--- src/design/intc_pkg.sv ---
// Package: constants, register map and carrier types of the interrupt and DMA request block
package intc_pkg;
  // ------------------------------------------------------------
  // Register map (byte addresses)
  // ------------------------------------------------------------
  localparam logic [7:0] ADDR_STATUS = 8'h00;
  localparam logic [7:0] ADDR_CONTROL = 8'h04;
  localparam logic [7:0] ADDR_PAR_IN = 8'h08;
  localparam logic [7:0] ADDR_PAR_OUT = 8'h0C;
  localparam logic [7:0] ADDR_ACC_MAIN = 8'h10;
  localparam logic [7:0] ADDR_ACC_ALT = 8'h14;
  localparam logic [7:0] ADDR_ACC_STORE = 8'h18;
  // ------------------------------------------------------------
  // Field positions
  // ------------------------------------------------------------
  localparam int ST_GIM = 0;
  localparam int ST_MASK_LO = 1;
  localparam int ST_FLAG_LO = 4;
  localparam int CT_DMA = 0;
  localparam int CT_WORD = 1;
  localparam int CT_REQ = 2;
  localparam int CT_FLOAT = 3;
  // Source index inside the three-bit mask and flag groups
  localparam int SRC_PAR = 0;
  localparam int SRC_SIN = 1;
  localparam int SRC_SOUT = 2;
  // ------------------------------------------------------------
  // Values
  // ------------------------------------------------------------
  localparam int PC_W = 9;
  localparam logic [PC_W-1:0] INT_VECTOR = 9'h1FF;
  localparam logic [4:0] SERIAL_FULL = 5'h10;
  localparam logic [3:0] FLOAT_LOST = 4'h0;
  localparam logic [2:0] MASK_RESET = 3'h0;
  localparam logic [1:0] RESP_OKAY = 2'h0;
  localparam logic [1:0] RESP_SLVERR = 2'h2;
  // ------------------------------------------------------------
  // Carriers
  // ------------------------------------------------------------
  typedef struct packed {
    logic return_from_interrupt;
    logic return_from_subroutine;
    logic call;
    logic defer;
    logic [PC_W-1:0] pc;
    logic [PC_W-1:0] call_ret;
  } seq_evt_t;
  typedef struct packed {
    logic int_take;
    logic pc_load;
    logic [PC_W-1:0] pc_addr;
    logic acc_alt_sel;
  } seq_ctl_t;
  typedef struct packed {
    logic ack;
    logic end_n;
    logic f0;
    logic host_writes;
    logic [15:0] data;
  } dma_pin_t;
endpackage : intc_pkg

--- src/design/ret_stack.sv ---
// Two-entry return address stack for calls and interrupts
`timescale 1ns/1ps
module ret_stack #(
  parameter int W = 9,
  parameter int DEPTH = 2
) (
  // Clock and reset
  input wire logic clock,
  input wire logic srst,
  // Stack operations
  input wire logic push,
  input wire logic pop,
  input wire logic [W-1:0] push_data,
  output logic [W-1:0] top
);
  typedef struct packed {
    logic [DEPTH-1:0][W-1:0] ent;
  } stk_t;
  stk_t state_reg;
  stk_t state_next;

  // Shift stack; a push beyond the depth drops the oldest entry
  always_comb
  begin
    state_next = state_reg;
    if (push)
    begin
      for (int i = DEPTH - 1; i > 0; i--)
        state_next.ent[i] = state_reg.ent[i-1];
      state_next.ent[0] = push_data;
    end
    else if (pop)
    begin
      for (int i = 0; i < DEPTH - 1; i++)
        state_next.ent[i] = state_reg.ent[i+1];
      state_next.ent[DEPTH-1] = '0;
    end
  end

  always_ff @(posedge clock)
  begin
    if (srst)
      state_reg <= '0;
    else
      state_reg <= state_next;
  end

  assign top = state_reg.ent[0];
endmodule : ret_stack

--- src/design/intc_dma.sv ---
// Interrupt logic and parallel-port DMA request handshake with AXI4-Lite registers
//
// Overview of operation
// - Taking an interrupt sets global mask
// - Return from interrupt clears global mask
// - Status write sets or clears global mask
// - Three source masks, 1 masks, 0 enables
// - Completion flags set even while masked
// - Two-deep return stack for calls, interrupts
// - Two accumulators, handler uses alternate one
// - Floating store loses low four mantissa bits
// - Defer entry during repeat, jump, return
// - Entry loads last instruction address
// - Multiply product lost if interrupted; mask
// - Control DMA flag selects DMA mode
// - DMA mode holds until cleared or end
// - Request driven; acknowledge clears, sets flag
// - Input move reasserts request
// - Output read sets flag; write reasserts
// - End with final word clears DMA
// - Byte mode: lower then upper, once per two
// - Three sources on one level
// - Serial flags: sixteen bits, enable trailing edge
//
// The register offsets and the AXI4-Lite slave port were decided locally.
`timescale 1ns/1ps
module intc_dma
  import intc_pkg::*;
#(
  parameter int DW = 16
) (
  // Clock and reset
  input wire logic clock,
  input wire logic srst,
  // AXI4-Lite slave
  input wire logic [7:0] s_axi_awaddr,
  input wire logic s_axi_awvalid,
  output logic s_axi_awready,
  input wire logic [31:0] s_axi_wdata,
  input wire logic [3:0] s_axi_wstrb,
  input wire logic s_axi_wvalid,
  output logic s_axi_wready,
  output logic [1:0] s_axi_bresp,
  output logic s_axi_bvalid,
  input wire logic s_axi_bready,
  input wire logic [7:0] s_axi_araddr,
  input wire logic s_axi_arvalid,
  output logic s_axi_arready,
  output logic [31:0] s_axi_rdata,
  output logic [1:0] s_axi_rresp,
  output logic s_axi_rvalid,
  input wire logic s_axi_rready,
  // Sequencer side
  input wire intc_pkg::seq_evt_t seq_evt,
  output intc_pkg::seq_ctl_t seq_ctl,
  // Serial port status (same clock)
  input wire logic [4:0] serial_in_count,
  input wire logic serial_out_enable,
  // DMA controller pins
  input wire intc_pkg::dma_pin_t dma_pin,
  output logic transfer_request,
  output logic [DW-1:0] host_data_out,
  output logic host_data_oe
);
  import intc_pkg::*;

  typedef struct packed {
    logic gim;
    logic [2:0] mask;
    logic [2:0] flag;
    logic dma_en;
    logic word_mode;
    logic req;
    logic float_mode;
    logic [DW-1:0] par_in;
    logic [DW-1:0] par_out;
    logic [DW-1:0] acc_main;
    logic [DW-1:0] acc_alt;
    logic in_handler;
    logic take;
    dma_pin_t pin_s1;
    dma_pin_t pin_s2;
    logic ack_d;
    logic serial_out_enable_d;
    logic sin_full_d;
    logic [DW-1:0] hout;
    logic hoe;
    logic aw_got;
    logic w_got;
    logic [7:0] awaddr;
    logic [31:0] wdata;
    logic [3:0] wstrb;
    logic bvalid;
    logic [1:0] bresp;
    logic rvalid;
    logic [31:0] rdata;
    logic [1:0] rresp;
  } state_t;

  state_t state_reg;
  state_t state_next;
  logic [PC_W-1:0] stack_top;
  logic stack_push;
  logic stack_pop;
  logic [PC_W-1:0] push_addr;
  logic int_pending;
  logic ack_rise;
  logic do_write;
  logic [31:0] wmask;
  logic [31:0] wval;
  logic [DW-1:0] acc_active;

  // ------------------------------------------------------------
  // Combinational helpers
  // ------------------------------------------------------------
  // Expand write strobes to a bit mask
  always_comb
  begin
    for (int b = 0; b < 4; b++)
      wmask[b*8 +: 8] = {8{state_reg.wstrb[b]}};
  end

  // Strobed write value merged over the current contents
  assign do_write = state_reg.aw_got && state_reg.w_got && !state_reg.bvalid;
  assign ack_rise = state_reg.pin_s2.ack && !state_reg.ack_d;
  assign acc_active = state_reg.in_handler ? state_reg.acc_alt : state_reg.acc_main;
  // A flag asks for entry only while its own mask and the global mask are clear
  assign int_pending = |(state_reg.flag & ~state_reg.mask) && !state_reg.gim
    && !seq_evt.defer && !state_reg.take;

  // Stack traffic: interrupt entry or call pushes, either return pops
  assign stack_push = state_reg.take || seq_evt.call;
  assign stack_pop = seq_evt.return_from_interrupt || seq_evt.return_from_subroutine;
  assign push_addr = state_reg.take ? seq_evt.pc : seq_evt.call_ret;

  // ------------------------------------------------------------
  // Next state
  // ------------------------------------------------------------
  always_comb
  begin
    state_next = state_reg;
    wval = '0;
    // Pins come from another clock domain: two flops before use
    state_next.pin_s1 = dma_pin;
    state_next.pin_s2 = state_reg.pin_s1;
    state_next.ack_d = state_reg.pin_s2.ack;
    state_next.serial_out_enable_d = serial_out_enable;
    state_next.sin_full_d = (serial_in_count == SERIAL_FULL);
    state_next.take = int_pending;

    // Software register write: masks, control, move into output register
    if (do_write)
    begin
      state_next.bvalid = 1'b1;
      state_next.bresp = RESP_OKAY;
      case (state_reg.awaddr)
        ADDR_STATUS:
        begin
          wval = state_reg.wdata & wmask;
          if (state_reg.wstrb[0])
          begin
            state_next.gim = wval[ST_GIM];
            state_next.mask = wval[ST_MASK_LO +: 3];
            // Writing a one clears a completion flag
            state_next.flag = state_reg.flag & ~wval[ST_FLAG_LO +: 3];
          end
        end
        ADDR_CONTROL:
        begin
          if (state_reg.wstrb[0])
          begin
            state_next.dma_en = state_reg.wdata[CT_DMA];
            state_next.word_mode = state_reg.wdata[CT_WORD];
            state_next.req = state_reg.wdata[CT_REQ];
            state_next.float_mode = state_reg.wdata[CT_FLOAT];
          end
        end
        ADDR_PAR_OUT:
        begin
          // The write itself moves the active accumulator to the output
          state_next.par_out = acc_active;
          if (state_reg.dma_en)
            state_next.req = 1'b1;
        end
        ADDR_ACC_MAIN:
        begin
          wval = (state_reg.wdata & wmask) | ({16'h0000, state_reg.acc_main} & ~wmask);
          state_next.acc_main = wval[DW-1:0];
        end
        ADDR_ACC_ALT:
        begin
          wval = (state_reg.wdata & wmask) | ({16'h0000, state_reg.acc_alt} & ~wmask);
          state_next.acc_alt = wval[DW-1:0];
        end
        default:
          state_next.bresp = RESP_SLVERR;
      endcase
      state_next.aw_got = 1'b0;
      state_next.w_got = 1'b0;
    end

    // AXI write channels taken in either order
    if (s_axi_awvalid && s_axi_awready)
    begin
      state_next.aw_got = 1'b1;
      state_next.awaddr = s_axi_awaddr;
    end
    if (s_axi_wvalid && s_axi_wready)
    begin
      state_next.w_got = 1'b1;
      state_next.wdata = s_axi_wdata;
      state_next.wstrb = s_axi_wstrb;
    end
    if (state_reg.bvalid && s_axi_bready)
      state_next.bvalid = 1'b0;

    // AXI read: one cycle after the address is taken
    if (state_reg.rvalid && s_axi_rready)
      state_next.rvalid = 1'b0;
    if (s_axi_arvalid && s_axi_arready)
    begin
      state_next.rvalid = 1'b1;
      state_next.rresp = RESP_OKAY;
      state_next.rdata = '0;
      case (s_axi_araddr)
        ADDR_STATUS:
        begin
          state_next.rdata[ST_GIM] = state_reg.gim;
          state_next.rdata[ST_MASK_LO +: 3] = state_reg.mask;
          state_next.rdata[ST_FLAG_LO +: 3] = state_reg.flag;
        end
        ADDR_CONTROL:
        begin
          state_next.rdata[CT_DMA] = state_reg.dma_en;
          state_next.rdata[CT_WORD] = state_reg.word_mode;
          state_next.rdata[CT_REQ] = state_reg.req;
          state_next.rdata[CT_FLOAT] = state_reg.float_mode;
        end
        ADDR_PAR_IN:
        begin
          // Reading the input register moves it into the active accumulator
          state_next.rdata[DW-1:0] = state_reg.par_in;
          if (state_reg.in_handler)
            state_next.acc_alt = state_reg.par_in;
          else
            state_next.acc_main = state_reg.par_in;
          if (state_reg.dma_en)
            state_next.req = 1'b1;
        end
        ADDR_PAR_OUT:
          state_next.rdata[DW-1:0] = state_reg.par_out;
        ADDR_ACC_MAIN:
          state_next.rdata[DW-1:0] = state_reg.acc_main;
        ADDR_ACC_ALT:
          state_next.rdata[DW-1:0] = state_reg.acc_alt;
        ADDR_ACC_STORE:
        begin
          // Image stored to memory; floating format garbles the low mantissa bits
          state_next.rdata[DW-1:0] = acc_active;
          if (state_reg.float_mode)
            state_next.rdata[3:0] = FLOAT_LOST;
        end
        default:
          state_next.rresp = RESP_SLVERR;
      endcase
    end

    // DMA acknowledge edge: move one word or one byte
    if (ack_rise && state_reg.dma_en)
    begin
      if (state_reg.pin_s2.host_writes)
      begin
        if (state_reg.word_mode)
          state_next.par_in = state_reg.pin_s2.data;
        else if (state_reg.pin_s2.f0)
          state_next.par_in[15:8] = state_reg.pin_s2.data[7:0];
        else
          state_next.par_in[7:0] = state_reg.pin_s2.data[7:0];
      end
      // Lower byte keeps the request up; the word ends on the upper byte
      if (state_reg.word_mode || state_reg.pin_s2.f0)
      begin
        state_next.req = 1'b0;
        state_next.flag[SRC_PAR] = 1'b1;
      end
      if (!state_reg.pin_s2.end_n)
        state_next.dma_en = 1'b0;
    end

    // Serial completion events; set wins over a same-cycle clear
    if ((serial_in_count == SERIAL_FULL) && !state_reg.sin_full_d)
      state_next.flag[SRC_SIN] = 1'b1;
    if (state_reg.serial_out_enable_d && !serial_out_enable)
      state_next.flag[SRC_SOUT] = 1'b1;

    // Lane stays driven through a final acknowledge that drops DMA mode
    state_next.hoe = (state_reg.dma_en || state_reg.hoe) && state_reg.pin_s2.ack
      && !state_reg.pin_s2.host_writes;
    if (state_reg.word_mode)
      state_next.hout = state_reg.par_out;
    else
      state_next.hout = {8'h00, state_reg.pin_s2.f0 ? state_reg.par_out[15:8]
        : state_reg.par_out[7:0]};

    // Interrupt entry and return; entry masks over any software write
    if (seq_evt.return_from_interrupt)
    begin
      state_next.gim = 1'b0;
      state_next.in_handler = 1'b0;
    end
    if (state_reg.take)
    begin
      state_next.gim = 1'b1;
      state_next.in_handler = 1'b1;
    end
  end

  // ------------------------------------------------------------
  // Registers
  // ------------------------------------------------------------
  always_ff @(posedge clock)
  begin
    if (srst)
    begin
      state_reg <= '0;
      state_reg.gim <= 1'b1;
      state_reg.mask <= MASK_RESET;
      state_reg.word_mode <= 1'b1;
    end
    else
      state_reg <= state_next;
  end

  ret_stack #(
    .W(PC_W),
    .DEPTH(2)
  ) u_stack (
    .clock(clock),
    .srst(srst),
    .push(stack_push),
    .pop(stack_pop),
    .push_data(push_addr),
    .top(stack_top)
  );

  // ------------------------------------------------------------
  // Outputs
  // ------------------------------------------------------------
  assign s_axi_awready = !state_reg.aw_got && !state_reg.bvalid;
  assign s_axi_wready = !state_reg.w_got && !state_reg.bvalid;
  assign s_axi_bvalid = state_reg.bvalid;
  assign s_axi_bresp = state_reg.bresp;
  assign s_axi_arready = !state_reg.rvalid;
  assign s_axi_rvalid = state_reg.rvalid;
  assign s_axi_rdata = state_reg.rdata;
  assign s_axi_rresp = state_reg.rresp;
  assign transfer_request = state_reg.req && state_reg.dma_en;
  assign host_data_out = state_reg.hout;
  assign host_data_oe = state_reg.hoe;
  assign seq_ctl.int_take = state_reg.take;
  assign seq_ctl.pc_load = state_reg.take || stack_pop;
  // Entry jumps to the last instruction word, a return to the stack top
  assign seq_ctl.pc_addr = state_reg.take ? INT_VECTOR : stack_top;
  assign seq_ctl.acc_alt_sel = state_reg.in_handler;
endmodule : intc_dma

--- config.mk ---
export PLATFORM = sky130hd
export DESIGN_NAME = intc_dma
export DESIGN_NICKNAME = d
export VERILOG_FILES = /design/src/design/intc_pkg.sv /design/src/design/ret_stack.sv /design/src/design/intc_dma.sv
export SDC_FILE = /design/constraint.sdc
export NUM_CORES = 1
export LEC_CHECK = 0
export ABC_AREA = 1
export BUFFER_PORTS_ARGS = -buffer_cell sky130_fd_sc_hd__buf_2
export CELL_PAD_IN_SITES_DETAIL_PLACEMENT = 1
export CELL_PAD_IN_SITES_GLOBAL_PLACEMENT = 2
export CORE_UTILIZATION = 31
export DETAILED_ROUTE_END_ITERATION = 8
export PLACE_DENSITY = 0.88
export SLEW_MARGIN = 20
export SYNTH_ARGS = -nofsm -noshare
export SYNTH_HDL_FRONTEND = slang
export SYNTH_HIERARCHICAL = 1
export SYNTH_SLANG_ARGS = --single-unit
--- constraint.sdc ---
create_clock -name clock -period 1.8 [get_ports clock]
set_input_delay 0.27 -clock clock [delete_from_list [all_inputs] [get_ports clock]]
set_output_delay 0.27 -clock clock [all_outputs]
set_load 0.01 [all_outputs]
After elaboration in Yosys (flattened, before gate mapping)
Index checks and enable logic that the tools add are counted.

Shift-type cells: 0. Mux-type cells: 49. $lt $le $gt $ge: 0. Add/sub/neg operators: 0. Reductions and logical operators: 66. $mul: 0. Bitwise logic cells: 11. Eq/ne operators: 12. Divide/modulo/power cells: 0.

Operator list (number): $mux 16 (6); $mux 32 (3); $and 16x16->16 (3); $pmux 9 s5 (1); $eq 8x5->1 const B (5); $mux 18 (2); $mux 35 (1); $mux 8 (4); $or 16x16->16 (2); $reduce_bool 2->1 (15); $pmux 4 s7 (1); $eq 8x4->1 const B (3); $reduce_and 3->1 (7); $logic_and 1x1->1 (19); $mux 9 (2); $pmux 3 s6 (1); $mux 1 (17); $eq 8x3->1 const B (2); $logic_not 8->1 (2); $not 16->16 (1); $mux 7 (2); $logic_not 1->1 (11); $mux 11 (1); $mux 2 (5); 13 further kinds (22).

Input bits: 107. Bits in read-only memories: 0. Memories kept: 0. Latch bits: 0. RAM bits: 0. Output and inout bits: 71. Logic and storage cells: 182. Register bits after elaboration: 205.

Depth between registers and ports, before layout
Depth after elaboration: 11. Mapped depth: 11. Gate-level depth less buffers: 10.

Hierarchy
Netlist, hierarchy kept.

Modules (own cells, without submodules): intc_dma (area an instance 8354.3 um^2, seq. area each 3703.6 um^2, instances 1, cells an instance 1142); ret_stack (area an instance 870.8 um^2, seq. area each 360.3 um^2, instances 1, cells an instance 116).

Worst setup path after synthesis
Ideal clock, no wire load.

Path kind: flip-flop to flip-flop. Start point: register state_reg, in the netlist seq_ctl[11]. End point: register u_stack.state_reg, in the netlist u_stack/top[5]. Library setup time: 0.110 ns. Required time: 1.690 ns. Path buffers: 3. Clock period less this slack: 1.437 ns. Stages on the path, launching flop included: 9. Arrival time: 1.326 ns. Path slack: 0.363 ns. Path through: dfxtp_1 -> clkbuf_1 -> or2_2 -> buf_4 -> buf_4 -> nand2_1 -> nand3_2 -> nand2_1 -> inv_1.

Word-level cells in the longest chain between the ends: 2. Elaborated cells between the ends (all ways): 4. Those cells by class: mux (2); reduce/logical (2).

RTL lines: start, declared (RTL line intc_dma.sv:100) `state_t state_reg;`; start signal, assigned (RTL line intc_dma.sv:331) `state_reg <= state_next;`; $logic_or 1x1->1 (*) (RTL line intc_dma.sv:132) `assign stack_push = state_reg.take || seq_evt.call;`; via stack_push (RTL line intc_dma.sv:103) `logic stack_push;`; $mux 18 / $reduce_bool 2->1 (equally long branches); end signal, assigned (RTL line ret_stack.sv:45) `state_reg <= state_next;`; end, declared (RTL line ret_stack.sv:19) `stk_t state_reg;`.

Mark *: on every way through the listed nets, which the timed path passes. The rest lies on a longest branch. A chain may end at the register's enable or synchronous reset.

==> metrics <==
status complete, no violations; Tmin final 1749 ps; CTS clk-pin slew, worst paths 60 ps; simple-gate share of the synthesized area 25.02%; initial antenna violation count 0; Final Wtd Congestion 0.8544; largest cells by area after synthesis dfxtp_1 (44%), nand2_1 (9.8%), nor2_1 (6.7%); Logic pwr share 8.5%; Cells after Synth 1258; HP Class in -> reg; Synth top area share 44.05%; Sink Count 203; largest net degree at the start of global routing 53; Setup Fix Bufs, Post-CTS 0; P per Cell Area 914.7 nW/µm²; Synth Area in XOR/XNOR 0%; full die area 30450 µm²; Hold Violations, Final 0; Max Fclk 571.8 MHz; non-filler cells, final 1789; Vias per Instance 4.658; Final Skew 15.11 ps; Cell Area, Synth 9225 µm²; CTS tree built; post-synth top area cell dfxtp_1; fillers 3699; overall routing resource usage 18.21%; Worst-Skew Late Latency 510 ps; post-synthesis mux area share 0%; initial drt markers 500; Net Switching 0.002472 W; switch share 24.44%; Slew Limit Fails 0; DRT Pass-1 Iters 4; core region area 29010 µm²; leak pwr 4.831 nW; Max Cap Violations 0; Syn Area/Cell 7.333 µm²; Commonest cells post-synth nand2_1 (242), dfxtp_1 (203), nor2_1 (165); CP startpoint kind register; EDFF count, synth 0; GRT Residual Overflow 0; Worst EP arrival 1480 ps; Remaining DRCs 0; Die Width 174.5 µm; CTS Buf Count 23; Post-Place Worst Slack 154.2 ps; number of global-route vias before repair 8337; crit path max fanout 15; Area Growth Syn to Fin 19.87%; CTS root buf clkbuf_16; fin util 38.11%; #FFs+latches synth 203; ys async rst share 0%; Initial Util 31.80%; Compound-Gate Fraction of Synth Area 16.90%; Clock H-tree levels 1; most frequent cell after synthesis nand2_1; P_int 0.007643 W; Largest register FFs 125; fin crit share 97.15%; YS warnings 6; Die Y 174.5 µm; # setup viols final 0; hold slack 19.50 ps; Post-Place Cells 1725; peak supply drop 0.5919 mV; Seq pwr share 46.9%; IO Pins 178; via count 8334; Clk network pwr share 44.6%; largest family of logic cells by synthesized area simple AND/OR/NAND/NOR gates; register area share after synthesis 44.05%; share of post-route cells with drive strength above 1 21.21%; Cell Rows 62; WL final 27560 µm; RSZ-0062 raised after global routing true; final worst setup slack 51.21 ps; Clock Path Buffers 3; post-route antenna net violation count 0; diode count 0; CP Class reg -> out; setup tns final 0 ps; global-route wire length before repair 44670 µm; Synth cell types 41; Most used DFF post-synth dfxtp_1; Detail Placement HPWL 20730 µm; fraction of the mapped netlist area in adder cells 0%; nets 1497; Routed WL per cell 15.40 µm; Worst Path Required 1530 ps; crit end category output pin; Port-buffer cells 141
## cell usage in the layout, fill, tap and decap left out, types with 3 or more instances in the layout
| master | netlist | routed |
|---|---|---|
| a211oi_1 | 7 | 7 |
| a211oi_2 | 7 | 7 |
| a21oi_1 | 61 | 61 |
| a21oi_2 | 9 | 9 |
| a31oi_1 | 40 | 40 |
| buf_12 | 0 | 5 |
| buf_2 | 15 | 141 |
| buf_4 | 72 | 39 |
| clkbuf_1 | 25 | 6 |
| clkbuf_16 | 0 | 23 |
| clkbuf_8 | 0 | 4 |
| clkinv_2 | 0 | 3 |
| conb_1 | 1 | 18 |
| dfxtp_1 | 203 | 202 |
| dlygate4sd3_1 | 0 | 24 |
| inv_1 | 123 | 122 |
| inv_2 | 9 | 10 |
| nand2_1 | 242 | 242 |
| nand2_2 | 10 | 10 |
| nand3_1 | 67 | 67 |
| nand3_2 | 5 | 5 |
| nor2_1 | 165 | 165 |
| nor2_2 | 8 | 8 |
| nor2_4 | 10 | 10 |
| nor3_1 | 3 | 3 |
| o21ai_0 | 123 | 123 |
| o21ai_1 | 9 | 9 |
| o22ai_1 | 10 | 10 |
| or2_2 | 10 | 10 |
## cell families after synthesis
group,count (synthesis)
and+or+nand+nor,527
AOI/OAI and AO/OA,273
buffers and inverters,254
DFF,203
other,1
## stage by stage
step	area (µm²)	total power, W
2_1_floorplan	9289	0.005385
3_3_place_gp	10090	0.005643
3_5_place_dp	10090	0.005666
4_1_cts	11060	0.01024
5_1_grt	11060	0.01055
6_report	11060	0.01012
## worst max-delay path, cell delays in order, from the launching register on
cell	delay (ps)
dfxtp_2	360
buf_6	160
or2_2	300
buf_2	140
## power by group through the flow
stage	clock, W	sequential (W)	combinational [W]
after floorplan	0	0.00481	0.000578
after global placement	0	0.00484	0.000808
after detailed placement	0	0.00484	0.000826
after CTS	0.00463	0.00474	0.000870
after global routing	0.00482	0.00476	0.000972
final	0.00452	0.00474	0.000859
## repair_timing
item | in CTS | in global routing
gates resized for setup | 2 | 0
setup endpoints to repair | 7 | 1
pin swaps | 0 | 0
hold endpoints to repair | 24 | 0
hold buffers | 24 | 0
## final cells by class
type / count / area (µm²) / area share [%]
flip-flops and latches: 203 / 4065 / 36.76
clock buffers: 33 / 653.1 / 5.906
multi-input cells: 818 / 3935 / 35.58
inverters: 134 / 505.5 / 4.571
repair buffers: 210 / 1350 / 12.21
well taps: 384 / 480.5 / 4.345
clock inverters: 7 / 68.82 / 0.6223
## metal layers
layer  global-route usage, %  vias to the layer above  wire (µm)
met5                       0                        -          0
met4                   4.275                        0        598
met3                   2.647                       38       1127
met2                   29.50                      172      12660
met1                   25.41                     3883      13170
li1                        -                     4241          -
## final timing paths
| kind | startpoint | end | slack, ps | depth (start not counted) |
|---|---|---|---|---|
| max | seq_ctl[11] | seq_ctl[8] | 50 | 3 |
| min | s_axi_wdata[11] | state_reg[53] | 20 | 3 |
| max reg2reg | state_reg[75] | state_reg[170] | 200 | 8 |
| min reg2reg | state_next[105] | state_reg[105] | 400 | 2 |
Power figures use the tool's default switching activity.
